===== config.mk =====
export PLATFORM = sky130hd
export DESIGN_NAME = ffmd_detector
export DESIGN_NICKNAME = d
export VERILOG_FILES = /design/src/logic/ffmd_pkg.sv /design/src/logic/ffmd_detector.sv
export VERILOG_INCLUDE_DIRS = /design/src /design/src/logic
export SDC_FILE = /design/constraint.sdc
export NUM_CORES = 1
export LEC_CHECK = 0
export BUFFER_PORTS_ARGS = -buffer_cell sky130_fd_sc_hd__buf_4
export CAP_MARGIN = 20
export CORE_ASPECT_RATIO = 1.2
export CORE_MARGIN = 8
export CORE_UTILIZATION = 40
export DETAILED_ROUTE_END_ITERATION = 8
export GPL_ROUTABILITY_DRIVEN = 0
export PLACE_DENSITY_LB_ADDON = 0.15
export SLEW_MARGIN = 30
export SYNTH_ARGS = -nofsm -noshare
export SYNTH_HDL_FRONTEND = slang
export SYNTH_SLANG_ARGS = --single-unit

===== constraint.sdc =====
create_clock -name clk_i -period 5.6 [get_ports clk_i]
set_input_delay 0.56 -clock clk_i [delete_from_list [all_inputs] [get_ports clk_i]]
set_output_delay 0.56 -clock clk_i [all_outputs]
set_load 0.02 [all_outputs]

===== src/logic/ffmd_consts.svh =====
// Summary of operation
// - axis_or_combine 0 ANDs enabled axis conditions (freefall), 1 ORs them (motion)
// - motion axis condition: axis magnitude strictly above threshold_level
// - freefall low condition: every enabled axis magnitude at or below threshold_level
// - axis enable bits include axes; disabled axis reads zero motion and sign flags
// - event_active_flag sets when selected combination is true, after debounce
// - latch off: source flags follow real-time event status
// - latch on: source flags freeze when event_active_flag sets until source read
// - latch on: reading source clears event_active_flag and all source flags
// - sign flag 0 for positive, 1 for negative triggering acceleration
// - threshold_level is 7-bit unsigned, 0 to 127 counts, 0.063 g each
// - detection reaches 8 g; low-noise bit limits reachable threshold to 4 g
// - counter_reset_style 1 clears debounce counter on any non-matching sample
// - counter_reset_style 0 decrements counter on non-matching samples down to zero
// - event flag sets when debounce counter reaches debounce_length
// - debounce counter saturates at debounce_length
// - one debounce step is one output sample period
// - event_active_flag is offered to the interrupt logic
// - after reset configuration, flags, threshold, style and length are zero
// - latch off: reading source does not reset event_active_flag
// - latch off with style 1: event_active_flag drops once condition disappears
// - latch on: after source read a new event needs a fresh full debounce
// - detector disabled when all three axis enables are zero
`ifndef FFMD_CONSTS_SVH
`define FFMD_CONSTS_SVH

// register word indices, byte address is four times the index
`define FFMD_IDX_CONFIG 6'h15
`define FFMD_IDX_SOURCE 6'h16
`define FFMD_IDX_THRESH 6'h17
`define FFMD_IDX_DEBLEN 6'h18

// configuration fields
`define FFMD_CFG_LATCH 7
`define FFMD_CFG_ORCOMB 6
`define FFMD_CFG_ZON 5
`define FFMD_CFG_YON 4
`define FFMD_CFG_XON 3

// source fields
`define FFMD_SRC_EA 7
`define FFMD_SRC_ZHE 5
`define FFMD_SRC_ZSG 4
`define FFMD_SRC_YHE 3
`define FFMD_SRC_YSG 2
`define FFMD_SRC_XHE 1
`define FFMD_SRC_XSG 0

// threshold fields
`define FFMD_THS_STYLE 7

// reset values
`define FFMD_RST_CONFIG 5'h00
`define FFMD_RST_THRESH 7'h00
`define FFMD_RST_STYLE 1'b0
`define FFMD_RST_DEBLEN 8'h00
`define FFMD_RST_COUNT 8'h00

// sample scale: 16 sample counts per threshold count, 4 g cap in low noise
`define FFMD_MAG_SHIFT 4
`define FFMD_LN_THS_MAX 7'h40

`endif


===== src/logic/ffmd_pkg.sv =====
package ffmd_pkg;

    typedef enum logic [1:0] {
        FFMD_FREEFALL = 2'b01,
        FFMD_MOTION = 2'b10
    } ffmd_mode_t;

    typedef logic signed [11:0] ffmd_sample_t;

endpackage


===== src/logic/ffmd_detector.sv =====
`timescale 1ns/1ps
`include "ffmd_consts.svh"

module ffmd_detector
    import ffmd_pkg::*;
(
    // clock and reset
    input wire logic clk_i,
    input wire logic rst_i,
    // wishbone classic slave
    input wire logic cyc_i,
    input wire logic stb_i,
    input wire logic we_i,
    input wire logic [7:0] adr_i,
    input wire logic [3:0] sel_i,
    input wire logic [31:0] dat_i,
    output logic [31:0] dat_o,
    output logic ack_o,
    // acceleration samples at the output data rate
    input wire logic sample_valid_i,
    input wire ffmd_sample_t x_i,
    input wire ffmd_sample_t y_i,
    input wire ffmd_sample_t z_i,
    input wire logic low_noise_i,
    // event to interrupt logic
    output logic event_active_o
);

    // ----------------------------------------
    // helpers
    // ----------------------------------------
    function automatic logic [7:0] mag_of(input ffmd_sample_t s);
        logic [11:0] a;
        a = s[11] ? 12'(-s) : 12'(s);
        return 8'(a >> `FFMD_MAG_SHIFT);
    endfunction

    function automatic logic hit(input logic [7:0] a, input logic [5:0] idx);
        return (a[7:2] == idx);
    endfunction

    // ----------------------------------------
    // bus handshake
    // ----------------------------------------
    logic ack_q, ack_d;
    logic [31:0] rdat_q, rdat_d;
    logic req, wr_take, rd_take, src_rd;

    // ----------------------------------------
    // registers and detector state
    // ----------------------------------------
    logic [4:0] cfg_q, cfg_d;
    logic [6:0] ths_q, ths_d;
    logic style_q, style_d;
    logic [7:0] len_q, len_d;
    logic [7:0] cnt_q, cnt_d;
    logic ea_q, ea_d;
    logic [5:0] flg_q, flg_d;

    logic latch_on, or_comb, zon, yon, xon, any_on;
    ffmd_mode_t mode;
    logic [6:0] ths_eff;
    logic [2:0] en, hi, lo, neg;
    logic cond, frozen;
    logic [7:0] src_byte;

    assign req = cyc_i && stb_i;
    // commit on the edge where the master samples ack
    assign wr_take = req && ack_q && we_i && sel_i[0];
    assign rd_take = req && ack_q && !we_i;
    assign src_rd = rd_take && hit(adr_i, `FFMD_IDX_SOURCE);

    assign latch_on = cfg_q[`FFMD_CFG_LATCH - 3];
    assign or_comb = cfg_q[`FFMD_CFG_ORCOMB - 3];
    assign zon = cfg_q[`FFMD_CFG_ZON - 3];
    assign yon = cfg_q[`FFMD_CFG_YON - 3];
    assign xon = cfg_q[`FFMD_CFG_XON - 3];
    assign en = {zon, yon, xon};
    assign any_on = |en;
    assign mode = or_comb ? FFMD_MOTION : FFMD_FREEFALL;

    // low noise caps the reachable threshold at 4 g
    assign ths_eff = (low_noise_i && ths_q > `FFMD_LN_THS_MAX) ? `FFMD_LN_THS_MAX : ths_q;

    always_comb begin
        hi = 3'h0;
        lo = 3'h0;
        neg = {z_i[11], y_i[11], x_i[11]};
        hi[0] = mag_of(x_i) > {1'b0, ths_eff};
        hi[1] = mag_of(y_i) > {1'b0, ths_eff};
        hi[2] = mag_of(z_i) > {1'b0, ths_eff};
        lo = ~hi;
        case (mode)
            FFMD_MOTION: cond = any_on && |(hi & en);
            FFMD_FREEFALL: cond = any_on && &(lo | ~en);
            default: cond = 1'b0;
        endcase
        if (!any_on) begin
            cond = 1'b0;
        end
    end

    // flags frozen only while a latched event stands
    assign frozen = latch_on && ea_q;

    // masking at the read keeps flags of a disabled axis quiet even while frozen
    always_comb begin
        src_byte = 8'h00;
        src_byte[`FFMD_SRC_EA] = ea_q;
        src_byte[`FFMD_SRC_ZHE] = flg_q[5] & zon;
        src_byte[`FFMD_SRC_ZSG] = flg_q[4] & zon;
        src_byte[`FFMD_SRC_YHE] = flg_q[3] & yon;
        src_byte[`FFMD_SRC_YSG] = flg_q[2] & yon;
        src_byte[`FFMD_SRC_XHE] = flg_q[1] & xon;
        src_byte[`FFMD_SRC_XSG] = flg_q[0] & xon;
    end

    // ----------------------------------------
    // bus slave
    // ----------------------------------------
    always_comb begin
        ack_d = req && !ack_q;
        rdat_d = rdat_q;
        if (req && !ack_q && !we_i) begin
            if (hit(adr_i, `FFMD_IDX_CONFIG)) begin
                rdat_d = {24'h000000, cfg_q, 3'h0};
            end else if (hit(adr_i, `FFMD_IDX_SOURCE)) begin
                rdat_d = {24'h000000, src_byte};
            end else if (hit(adr_i, `FFMD_IDX_THRESH)) begin
                rdat_d = {24'h000000, style_q, ths_q};
            end else if (hit(adr_i, `FFMD_IDX_DEBLEN)) begin
                rdat_d = {24'h000000, len_q};
            end else begin
                rdat_d = 32'h00000000;
            end
        end
    end

    always_ff @(posedge clk_i) begin
        if (rst_i) begin
            ack_q <= 1'b0;
            rdat_q <= 32'h00000000;
        end else begin
            ack_q <= ack_d;
            rdat_q <= rdat_d;
        end
    end

    assign ack_o = ack_q;
    assign dat_o = rdat_q;

    // ----------------------------------------
    // configuration registers
    // ----------------------------------------
    always_comb begin
        cfg_d = cfg_q;
        ths_d = ths_q;
        style_d = style_q;
        len_d = len_q;
        if (wr_take) begin
            if (hit(adr_i, `FFMD_IDX_CONFIG)) begin
                cfg_d = dat_i[7:3];
            end else if (hit(adr_i, `FFMD_IDX_THRESH)) begin
                style_d = dat_i[`FFMD_THS_STYLE];
                ths_d = dat_i[6:0];
            end else if (hit(adr_i, `FFMD_IDX_DEBLEN)) begin
                len_d = dat_i[7:0];
            end
        end
    end

    always_ff @(posedge clk_i) begin
        if (rst_i) begin
            cfg_q <= `FFMD_RST_CONFIG;
            ths_q <= `FFMD_RST_THRESH;
            style_q <= `FFMD_RST_STYLE;
            len_q <= `FFMD_RST_DEBLEN;
        end else begin
            cfg_q <= cfg_d;
            ths_q <= ths_d;
            style_q <= style_d;
            len_q <= len_d;
        end
    end

    // ----------------------------------------
    // debounce and event flags
    // ----------------------------------------
    // with latch on, a source read and a sample in one cycle: the read clears first, then
    // the sample counts from zero, so a set still wins over the clear
    always_comb begin
        logic [7:0] base;
        logic ea_base;
        logic [5:0] flg_base;
        base = cnt_q;
        ea_base = ea_q;
        flg_base = flg_q;
        if (src_rd && latch_on) begin
            base = `FFMD_RST_COUNT;
            ea_base = 1'b0;
            flg_base = 6'h00;
        end
        cnt_d = base;
        ea_d = ea_base;
        flg_d = flg_base;
        if (sample_valid_i) begin
            if (!any_on) begin
                cnt_d = `FFMD_RST_COUNT;
            end else if (cond) begin
                cnt_d = (base >= len_q) ? len_q : base + 8'h01;
            end else if (style_q) begin
                cnt_d = `FFMD_RST_COUNT;
            end else if (base != 8'h00) begin
                cnt_d = base - 8'h01;
            end
            if (cond && cnt_d == len_q) begin
                ea_d = 1'b1;
            end else if (!latch_on && cnt_d == 8'h00) begin
                ea_d = 1'b0;
            end
            if (!(latch_on && ea_base)) begin
                flg_d = {hi[2] & zon, neg[2] & hi[2] & zon,
                         hi[1] & yon, neg[1] & hi[1] & yon,
                         hi[0] & xon, neg[0] & hi[0] & xon};
            end
        end
    end

    always_ff @(posedge clk_i) begin
        if (rst_i) begin
            cnt_q <= `FFMD_RST_COUNT;
            ea_q <= 1'b0;
            flg_q <= 6'h00;
        end else begin
            cnt_q <= cnt_d;
            ea_q <= ea_d;
            flg_q <= flg_d;
        end
    end

    // feeds the interrupt enable and routing logic elsewhere
    assign event_active_o = ea_q;

    // ----------------------------------------
    // checks
    // ----------------------------------------
    a_ack_single: assert property (@(posedge clk_i) disable iff (rst_i)
        req && !ack_o |=> ack_o ##1 !ack_o)
        else $error("ack not one cycle after request");

    a_reset_zero: assert property (@(posedge clk_i)
        rst_i |=> cfg_q == 5'h00 && ths_q == 7'h00 && !style_q && len_q == 8'h00 && !ea_q)
        else $error("state not zero after reset");

    a_disabled_idle: assert property (@(posedge clk_i) disable iff (rst_i)
        sample_valid_i && en == 3'h0 |=> cnt_q == 8'h00)
        else $error("counter moved while all axes off");

    a_clear_style: assert property (@(posedge clk_i) disable iff (rst_i)
        sample_valid_i && !cond && style_q |=> cnt_q == 8'h00)
        else $error("counter not cleared on miss");

    a_decrement_step: assert property (@(posedge clk_i) disable iff (rst_i)
        sample_valid_i && any_on && !cond && !style_q && cnt_q != 8'h00 && !(src_rd && latch_on)
        |=> cnt_q == $past(cnt_q) - 8'h01)
        else $error("counter did not decrement by one");

    a_count_saturate: assert property (@(posedge clk_i) disable iff (rst_i)
        sample_valid_i && cond && !wr_take |=> cnt_q <= len_q)
        else $error("counter above debounce length");

    a_event_reach: assert property (@(posedge clk_i) disable iff (rst_i)
        $rose(ea_q) |-> cnt_q == len_q && $past(sample_valid_i))
        else $error("event set before length reached");

    a_latch_hold: assert property (@(posedge clk_i) disable iff (rst_i)
        latch_on && ea_q && !src_rd && !wr_take |=> ea_q && $stable(flg_q))
        else $error("latched source changed before read");

    a_latch_read: assert property (@(posedge clk_i) disable iff (rst_i)
        src_rd && latch_on && !sample_valid_i |=> !ea_q && flg_q == 6'h00 && cnt_q == 8'h00)
        else $error("latched read did not clear source");

    a_read_keeps: assert property (@(posedge clk_i) disable iff (rst_i)
        src_rd && !latch_on && ea_q && !sample_valid_i |=> ea_q)
        else $error("plain read cleared event");

    a_drop_style: assert property (@(posedge clk_i) disable iff (rst_i)
        sample_valid_i && !latch_on && style_q && !cond |=> !ea_q)
        else $error("event did not drop on miss");

    a_axis_flag: assert property (@(posedge clk_i) disable iff (rst_i)
        sample_valid_i && !frozen && xon |=> flg_q[1] == $past(hi[0]))
        else $error("x motion flag wrong");

    a_ack_idle: assert property (@(posedge clk_i) disable iff (rst_i)
        !req |=> !ack_o)
        else $error("ack without request");

    a_read_thresh: assert property (@(posedge clk_i) disable iff (rst_i)
        rd_take && hit(adr_i, `FFMD_IDX_THRESH) |-> dat_o == {24'h000000, style_q, ths_q})
        else $error("threshold read data wrong");

    a_read_length: assert property (@(posedge clk_i) disable iff (rst_i)
        rd_take && hit(adr_i, `FFMD_IDX_DEBLEN) |-> dat_o == {24'h000000, len_q})
        else $error("length read data wrong");

    a_read_unmapped: assert property (@(posedge clk_i) disable iff (rst_i)
        rd_take && adr_i[7:2] < `FFMD_IDX_CONFIG |-> dat_o == 32'h00000000)
        else $error("unmapped read not zero");

    a_write_cfg: assert property (@(posedge clk_i) disable iff (rst_i)
        wr_take && hit(adr_i, `FFMD_IDX_CONFIG) |=> cfg_q == $past(dat_i[7:3]))
        else $error("config write lost");

    a_write_ths: assert property (@(posedge clk_i) disable iff (rst_i)
        wr_take && hit(adr_i, `FFMD_IDX_THRESH) |=> {style_q, ths_q} == $past(dat_i[7:0]))
        else $error("threshold write lost");

    a_write_len: assert property (@(posedge clk_i) disable iff (rst_i)
        wr_take && hit(adr_i, `FFMD_IDX_DEBLEN) |=> len_q == $past(dat_i[7:0]))
        else $error("length write lost");

    a_src_readonly: assert property (@(posedge clk_i) disable iff (rst_i)
        wr_take && hit(adr_i, `FFMD_IDX_SOURCE) && !sample_valid_i |=> $stable(ea_q) && $stable(flg_q))
        else $error("source changed by write");

    a_count_hold: assert property (@(posedge clk_i) disable iff (rst_i)
        !sample_valid_i && !(src_rd && latch_on) |=> $stable(cnt_q))
        else $error("counter moved between samples");

    a_count_step: assert property (@(posedge clk_i) disable iff (rst_i)
        sample_valid_i && cond && cnt_q < len_q && !wr_take && !(src_rd && latch_on)
        |=> cnt_q == $past(cnt_q) + 8'h01)
        else $error("counter did not step up");

    a_motion_any: assert property (@(posedge clk_i) disable iff (rst_i)
        sample_valid_i && or_comb && xon && mag_of(x_i) > {1'b0, ths_eff} && !wr_take
        |=> cnt_q != 8'h00 || len_q == 8'h00)
        else $error("motion hit not counted");

    a_freefall_miss: assert property (@(posedge clk_i) disable iff (rst_i)
        sample_valid_i && !or_comb && xon && mag_of(x_i) > {1'b0, ths_eff}
        |=> cnt_q == 8'h00 || cnt_q < $past(cnt_q))
        else $error("freefall counted a high axis");

    a_threshold_cap: assert property (@(posedge clk_i) disable iff (rst_i)
        sample_valid_i && low_noise_i && or_comb && xon && mag_of(x_i) > {1'b0, `FFMD_LN_THS_MAX}
        && !wr_take |=> cnt_q != 8'h00 || len_q == 8'h00)
        else $error("low noise cap not applied");

    a_event_at_len: assert property (@(posedge clk_i) disable iff (rst_i)
        sample_valid_i && cond && cnt_q >= len_q && !wr_take && !(src_rd && latch_on)
        |=> ea_q)
        else $error("event not set at length");

    a_zero_floor: assert property (@(posedge clk_i) disable iff (rst_i)
        sample_valid_i && any_on && !cond && !style_q && cnt_q == 8'h00 |=> cnt_q == 8'h00)
        else $error("counter went below zero");

    a_fresh_count: assert property (@(posedge clk_i) disable iff (rst_i)
        src_rd && latch_on && len_q > 8'h01 && !wr_take |=> !ea_q)
        else $error("event without fresh debounce");

    a_off_quiet: assert property (@(posedge clk_i) disable iff (rst_i)
        sample_valid_i && !any_on && !latch_on |=> !ea_q)
        else $error("event while all axes off");

    a_flag_mask: assert property (@(posedge clk_i) disable iff (rst_i)
        sample_valid_i && !xon && !frozen |=> flg_q[1:0] == 2'b00)
        else $error("disabled x axis flagged");

    a_sign_flag: assert property (@(posedge clk_i) disable iff (rst_i)
        sample_valid_i && !frozen && xon |=> flg_q[0] == ($past(x_i[11]) && $past(hi[0])))
        else $error("x sign flag wrong");

    a_y_sign: assert property (@(posedge clk_i) disable iff (rst_i)
        sample_valid_i && !frozen && yon |=> flg_q[2] == ($past(y_i[11]) && $past(hi[1])))
        else $error("y sign flag wrong");

    a_flags_follow: assert property (@(posedge clk_i) disable iff (rst_i)
        sample_valid_i && !latch_on && zon |=> flg_q[5] == $past(hi[2]))
        else $error("z flag not real time");

endmodule


# ---- Word-level counts from Yosys, hierarchy flattened
# Cells that the tools add are included.
dict set report word_totals {
  latch_bits 0
  mem_count 0
  in_bits 87
  register_bits 69
  wordCells 99
  mem_bits_ro 0
  out_inout_bits 34
  mem_bits_rw 0
}
dict set report op_classes {
  n_mux 26
  n_reduce_logical 26
  div 0
  addsub 5
  multipliers 0
  eq_ne 7
  order_cmp 5
  bitwise_logic 21
  n_shift 0
}
# op n
set op_table {}
lappend op_table {{2-to-1 mux 8 bit} 12}
lappend op_table {{2-to-1 mux 12 bit} 3}
lappend op_table {{negation 12 bit} 3}
lappend op_table {{equality test 6 x 5 -> 1 bit, second input constant} 4}
lappend op_table {{greater-than comparator 8 x 7 -> 1 bit} 3}
lappend op_table {{2-to-1 mux 6 bit} 3}
lappend op_table {{bitwise AND 1 bit} 15}
lappend op_table {{logical AND 1 bit} 15}
lappend op_table {{adder 8 x 1 -> 8 bit, second input constant} 1}
lappend op_table {{equality test 8 bit} 1}
lappend op_table {{greater-or-equal comparator 8 bit} 1}
lappend op_table {{zero test 8 bit} 1}
lappend op_table {{nonzero test 8 bit} 1}
lappend op_table {{subtractor 8 x 1 -> 8 bit, second input constant} 1}
lappend op_table {{greater-than comparator 7 bit, second input constant} 1}
lappend op_table {{2-to-1 mux 7 bit} 1}
lappend op_table {{inverter 3 bit} 2}
lappend op_table {{AND reduction 3 bit} 2}
lappend op_table {{OR reduction 3 bit} 2}
lappend op_table {{2-to-1 mux 1 bit} 5}
lappend op_table {{AND reduction 4 bit} 1}
lappend op_table {{bitwise AND 3 bit} 1}
lappend op_table {{zero test 1 bit} 3}
lappend op_table {{bitwise OR 3 bit} 1}
lappend op_table {{6 further kinds} 7}

# ---- Logic depth before layout (Yosys ltp)
dict set report logic_depth {
  word_depth 18
  mapped_depth 18
  ltp_nobuf 16
}

# ---- Worst setup path before layout
# Ideal clock, no wire load.
dict set report synth_timing {
  kind {input to register}
  from {input y_i[3]}
  to {register ea_q (netlist: event_active_o)}
  setup_time_ns 0.127
  n_path_buf 1
  t_arrival_ns 4.588
  required_ns 5.473
  cell_stages 17
  slack_ns 0.885
  path_cell_list {or4_4 or3_1 or4_4 o21ai_0 xnor2_1 ha_1 nand3_1 and3b_1 or4_1 a21boi_0 a311o_2 nand4bb_1 buf_6 xor2_4 or4_1 a32oi_1 o32ai_1}
}
dict set report synth_between {
  elab_chain_cells 17
  elab_cells_between_ends 22
  cone_classes {add/sub: 1; order compare: 1; eq/ne: 1; mux: 9; bitwise: 3; reduce/logical: 7}
}
# element line_no
set synth_rtl {}
lappend synth_rtl {{start, declared} ffmd_detector.sv:22} ;# input wire ffmd_sample_t y_i,
lappend synth_rtl {{negation 12 bit (*)} ffmd_detector.sv:34} ;# a = s[11] ? 12'(-s) : 12'(s);
lappend synth_rtl {{2-to-1 mux 12 bit (*)} ffmd_detector.sv:34}
lappend synth_rtl {{greater-than comparator 8 x 7 -> 1 bit (*)} ffmd_detector.sv:90} ;# hi[1] = mag_of(y_i) > {1'b0, ths_eff};
lappend synth_rtl {{inverter 3 bit} ffmd_detector.sv:92} ;# lo = ~hi;
lappend synth_rtl {{bitwise OR 3 bit} ffmd_detector.sv:95} ;# FFMD_FREEFALL: cond = any_on && &(lo | ~en);
lappend synth_rtl {{AND reduction 3 bit} ffmd_detector.sv:95}
lappend synth_rtl {{logical AND 1 bit} ffmd_detector.sv:95}
lappend synth_rtl {{case mux 1 bit (2 select lines) (*)} ffmd_detector.sv:93} ;# case (mode)
lappend synth_rtl {{2-to-1 mux 1 bit (*)} ffmd_detector.sv:98} ;# if (!any_on) begin
lappend synth_rtl {{2-to-1 mux 8 bit} ffmd_detector.sv:209} ;# end else if (cond) begin
lappend synth_rtl {{2-to-1 mux 8 bit} ffmd_detector.sv:207} ;# if (!any_on) begin
lappend synth_rtl {{2-to-1 mux 8 bit} ffmd_detector.sv:206} ;# if (sample_valid_i) begin
lappend synth_rtl {{zero test 8 bit} ffmd_detector.sv:218} ;# end else if (!latch_on && cnt_d == 8'h00) begin
lappend synth_rtl {{logical AND 1 bit} ffmd_detector.sv:218}
lappend synth_rtl {{2-to-1 mux 1 bit} ffmd_detector.sv:218}
lappend synth_rtl {{2-to-1 mux 1 bit (*)} ffmd_detector.sv:216} ;# if (cond && cnt_d == len_q) begin
lappend synth_rtl {{2-to-1 mux 1 bit (*)} ffmd_detector.sv:206}
lappend synth_rtl {{end signal, assigned} ffmd_detector.sv:232} ;# ea_q <= 1'b0;
lappend synth_rtl {{end signal, assigned} ffmd_detector.sv:236} ;# ea_q <= ea_d;
lappend synth_rtl {{end, declared} ffmd_detector.sv:57} ;# logic ea_q, ea_d;
# Mark *: on every way between the ends. The rest lies on a longest branch, timed or not. The select of a mux whose other input is x is not followed.
# A chain may end at the register's enable or synchronous reset.

# ---- Worst setup path in the final report
# Ends and elaborated chain as after synthesis.

==> metrics.md <==
| Metric | Value |
|---|---|
| Leading cell types by total area after synthesis | dfxtp_1, ha_1, mux2i_1 |
| Post-synth EDFFs | 0 |
| Hold Crit Class | register to register |
| WL final | 12440 um |
| I/O Buffers | 67 |
| Gr usage total | 17.39% |
| Post-Layout Cell Count | 720 |
| WL per Instance | 17.28 um |
| Cells on worst reg2reg path | 15 |
| Initial Util | 40.56% |
| Min Tclk post-route | 5072 ps |
| Kind of critical path | input port to register |
| Seq/Total Area, Yosys | 21.33% |
| Clock buffer count from CTS | 5 |
| DR iter-0 viols | 234 |
| Mapped Area | 4224 sq um |
| Warnings from Yosys | 0 |
| Critical Path RT | 5790 ps |
| RSZ-0062 raised after global routing | false |
| Fin nets | 703 |
| Diode count | 0 |
| Die Footprint | 14120 sq um |
| Clock Skews | 5.083 ps |
| Layout overhead on the synthesized area | 15.58% |
| Clock Sink Count | 45 |
| Vias in the first global route | 4125 |
| Top cell type by total area after synthesis | dfxtp_1 |
| Total number of vias | 4086 |
| Worst Path Arrival | 5260 ps |
| PostCTS Resize Cnt | 0 |
| Final setup viols | 0 |
| First-pass detailed-route iteration total | 4 |
| Nature of the critical path startpoint | input port |
| Post-synthesis sequential element count | 45 |
| Worst Hold Margin | 458.8 ps |
| Max cap viols | 0 |
| CTS tree | built |
| Post-CTS setup buffers | 0 |
| Static leakage | 1.821 nW |
| Core Area | 10410 sq um |
| Synth cell count leaders | nor2_1, dfxtp_1, nand2_1 |
| Post-synth cell types | 76 |
| Critical Path Sink Type | register |
| Later-pin clock latency in the skew report | 290 ps |
| Vert. Die Dim | 128.6 um |
| Max IR drop VDD | 0.1874 mV |
| Rel. slew slack | 38.37% |
| Gr ovfl total | 0 |
| Placed cell area | 4738 sq um |
| Period utilisation layout | 90.58% |
| Async SR Flop Fraction | 0% |
| Reg2reg setup slack | 1610 ps |
| Status | finished, final reports clean |
| Cells after synthesis | 535 |
| Vias per inst | 5.675 |
| CTS clk-pin slew, worst paths | 70 ps |
| DRC | 0 |
| Max-slew violations | 0 |
| Cell row count | 41 |
| Setup crit end | event_active_o$_SDFF_PP0_ |
| Hold path depth | 2 |
| Layout cells sized above 1 | 16.24% |
| H-tree lvl count | 2 |
| Setup TNS | 0 ps |
| Io pins | 121 |
| Slew @ Worst Pin | 921.1 ps |
| Post-layout instance area | 4882 sq um |
| Count leader, synth | nor2_1 |
| Largest net degree at the start of global routing | 47 |
| Root Driver | clkbuf_16 |
| Peak Freq | 197.2 MHz |
| FF-to-FF Start | ack_o$_SDFF_PP0_ |
| Clk buf depth | 2 |
| Reg2reg end | event_active_o$_SDFF_PP0_ |
| CP max FO | 7 |
| First-pass GRT wire length | 19750 um |
| Avg Cell Area, Syn | 7.895 sq um |
| CTS Hold Buffers Added | 0 |
| Final hold viol count | 0 |
| Post-DRT Antenna Nets | 0 |
| Share of the synthesized area in the top cell type | 21.33% |
| DP HPWL | 10120 um |
| Initial antenna violation count | 0 |
| Main synth FF type | dfxtp_1 |
| Die X | 109.8 um |
| Placed Cells incl. Taps | 712 |
| Worst setup path start | y_i[3] |
| Pwr per Cell Area | 166.2 nW/um^2 |
## per-stage QoR
| step | total power [mW] | worst slack, ps | utilization (%) |
|---|---|---|---|
| 6_report | 0.8116 | 527.7 | 46.88 |
| 5_1_grt | 0.8475 | 331.1 | 46.88 |
| 4_1_cts | 0.8150 | 521.9 | 46.88 |
| 3_5_place_dp | 0.5187 | 222.1 | 45.50 |
| 3_3_place_gp | 0.5123 | 354.4 | 45.45 |
| 2_1_floorplan | 0.4629 | 885.0 | - |
## flip-flops by register name, indices dropped and copies added, names as in the netlist
| register | cells |
|---|---|
| cnt_q | 8 |
| flg_q | 6 |
| len_q | 8 |
| dat_o | 8 |
| ack_o | 1 |
| cfg_q | 5 |
| event_active_o | 1 |
| style_q | 1 |
| ths_q | 7 |
## layout make-up
type	count	area, sq um
Fill cell	1070	5532
Multi-Input combinational cell	442	3045
Sequential cell	45	900.9
Timing Repair Buffer	72	540.5
Tap cell	129	161.4
Clock buffer	6	128.9
Inverter	24	90.09
Clock inverter	2	15.01
## cells by family after synthesis
logic type	after synthesis	share of synthesized area, %
compound gates	118	20.38
other cells	1	0.08878
fa+ha+maj	26	7.701
simple gates	200	24.29
buf+inv	71	8.738
mux	36	8.827
xor+xnor	38	8.650
flops	45	21.33
## metal layers
layer	GRT usage [%]	wire length (um)
met1	19.23	5137
met2	31.47	6295
met3	2.451	592
met4	8.201	417
met5	0	0
## worst max-delay path: stages
cell       delay, ps
buf_4            110
or4_4            560
or3_1            360
or4_4            450
o21ai_0          210
xnor2_1          110
ha_1             310
nand3_1          120
and3b_1          200
or4_1            490
a21boi_0         160
a311o_2          170
nand4bb_1        280
buf_4            220
mux2_4           310
a211oi_2         280
xnor2_1          100
o32ai_1          270
## placed cells by master (no fill, tap or decap), types with 4 or more instances in the layout
master and count:
or3_1 9, o21ai_0 23, mux2i_1 32, or4_1 7, a22oi_1 4, nor2_1 66, dfxtp_1 45, and2_1 5
conb_1 24, nor3_1 15, a21o_1 4, a21oi_1 23, buf_4 72, a32oi_1 7, o31ai_1 4, clkbuf_16 5
nand2b_1 6, xor2_1 8, a211oi_1 7, xnor2_1 28, inv_1 24, a31oi_1 5, a311oi_1 4, ha_1 26
nand2_1 40, nand3_1 14, nand4_1 6
## report_power, final
group          internal [mW]  switching [mW]  leakage [nW]
clock network          0.166           0.133        0.0631
logic                 0.0817           0.104          1.39
registers              0.323         0.00368         0.364
total                  0.571           0.241          1.82
## worst min-delay path by stage
stage / slack, ps / endpoint / from
6_report: 460 / dat_o[3]$_SDFFE_PP0P_ / dat_o[3]$_SDFFE_PP0P_
5_1_grt: 480 / dat_o[5]$_SDFFE_PP0P_ / dat_o[5]$_SDFFE_PP0P_
4_1_cts: 460 / dat_o[3]$_SDFFE_PP0P_ / dat_o[3]$_SDFFE_PP0P_
3_5_place_dp: 450 / dat_o[3]$_SDFFE_PP0P_ / dat_o[3]$_SDFFE_PP0P_
3_3_place_gp: 450 / dat_o[4]$_SDFFE_PP0P_ / dat_o[4]$_SDFFE_PP0P_
2_1_floorplan: 450 / flg_q[4]$_SDFF_PP0_ / flg_q[4]$_SDFF_PP0_
Power figures use the tool's default switching activity.
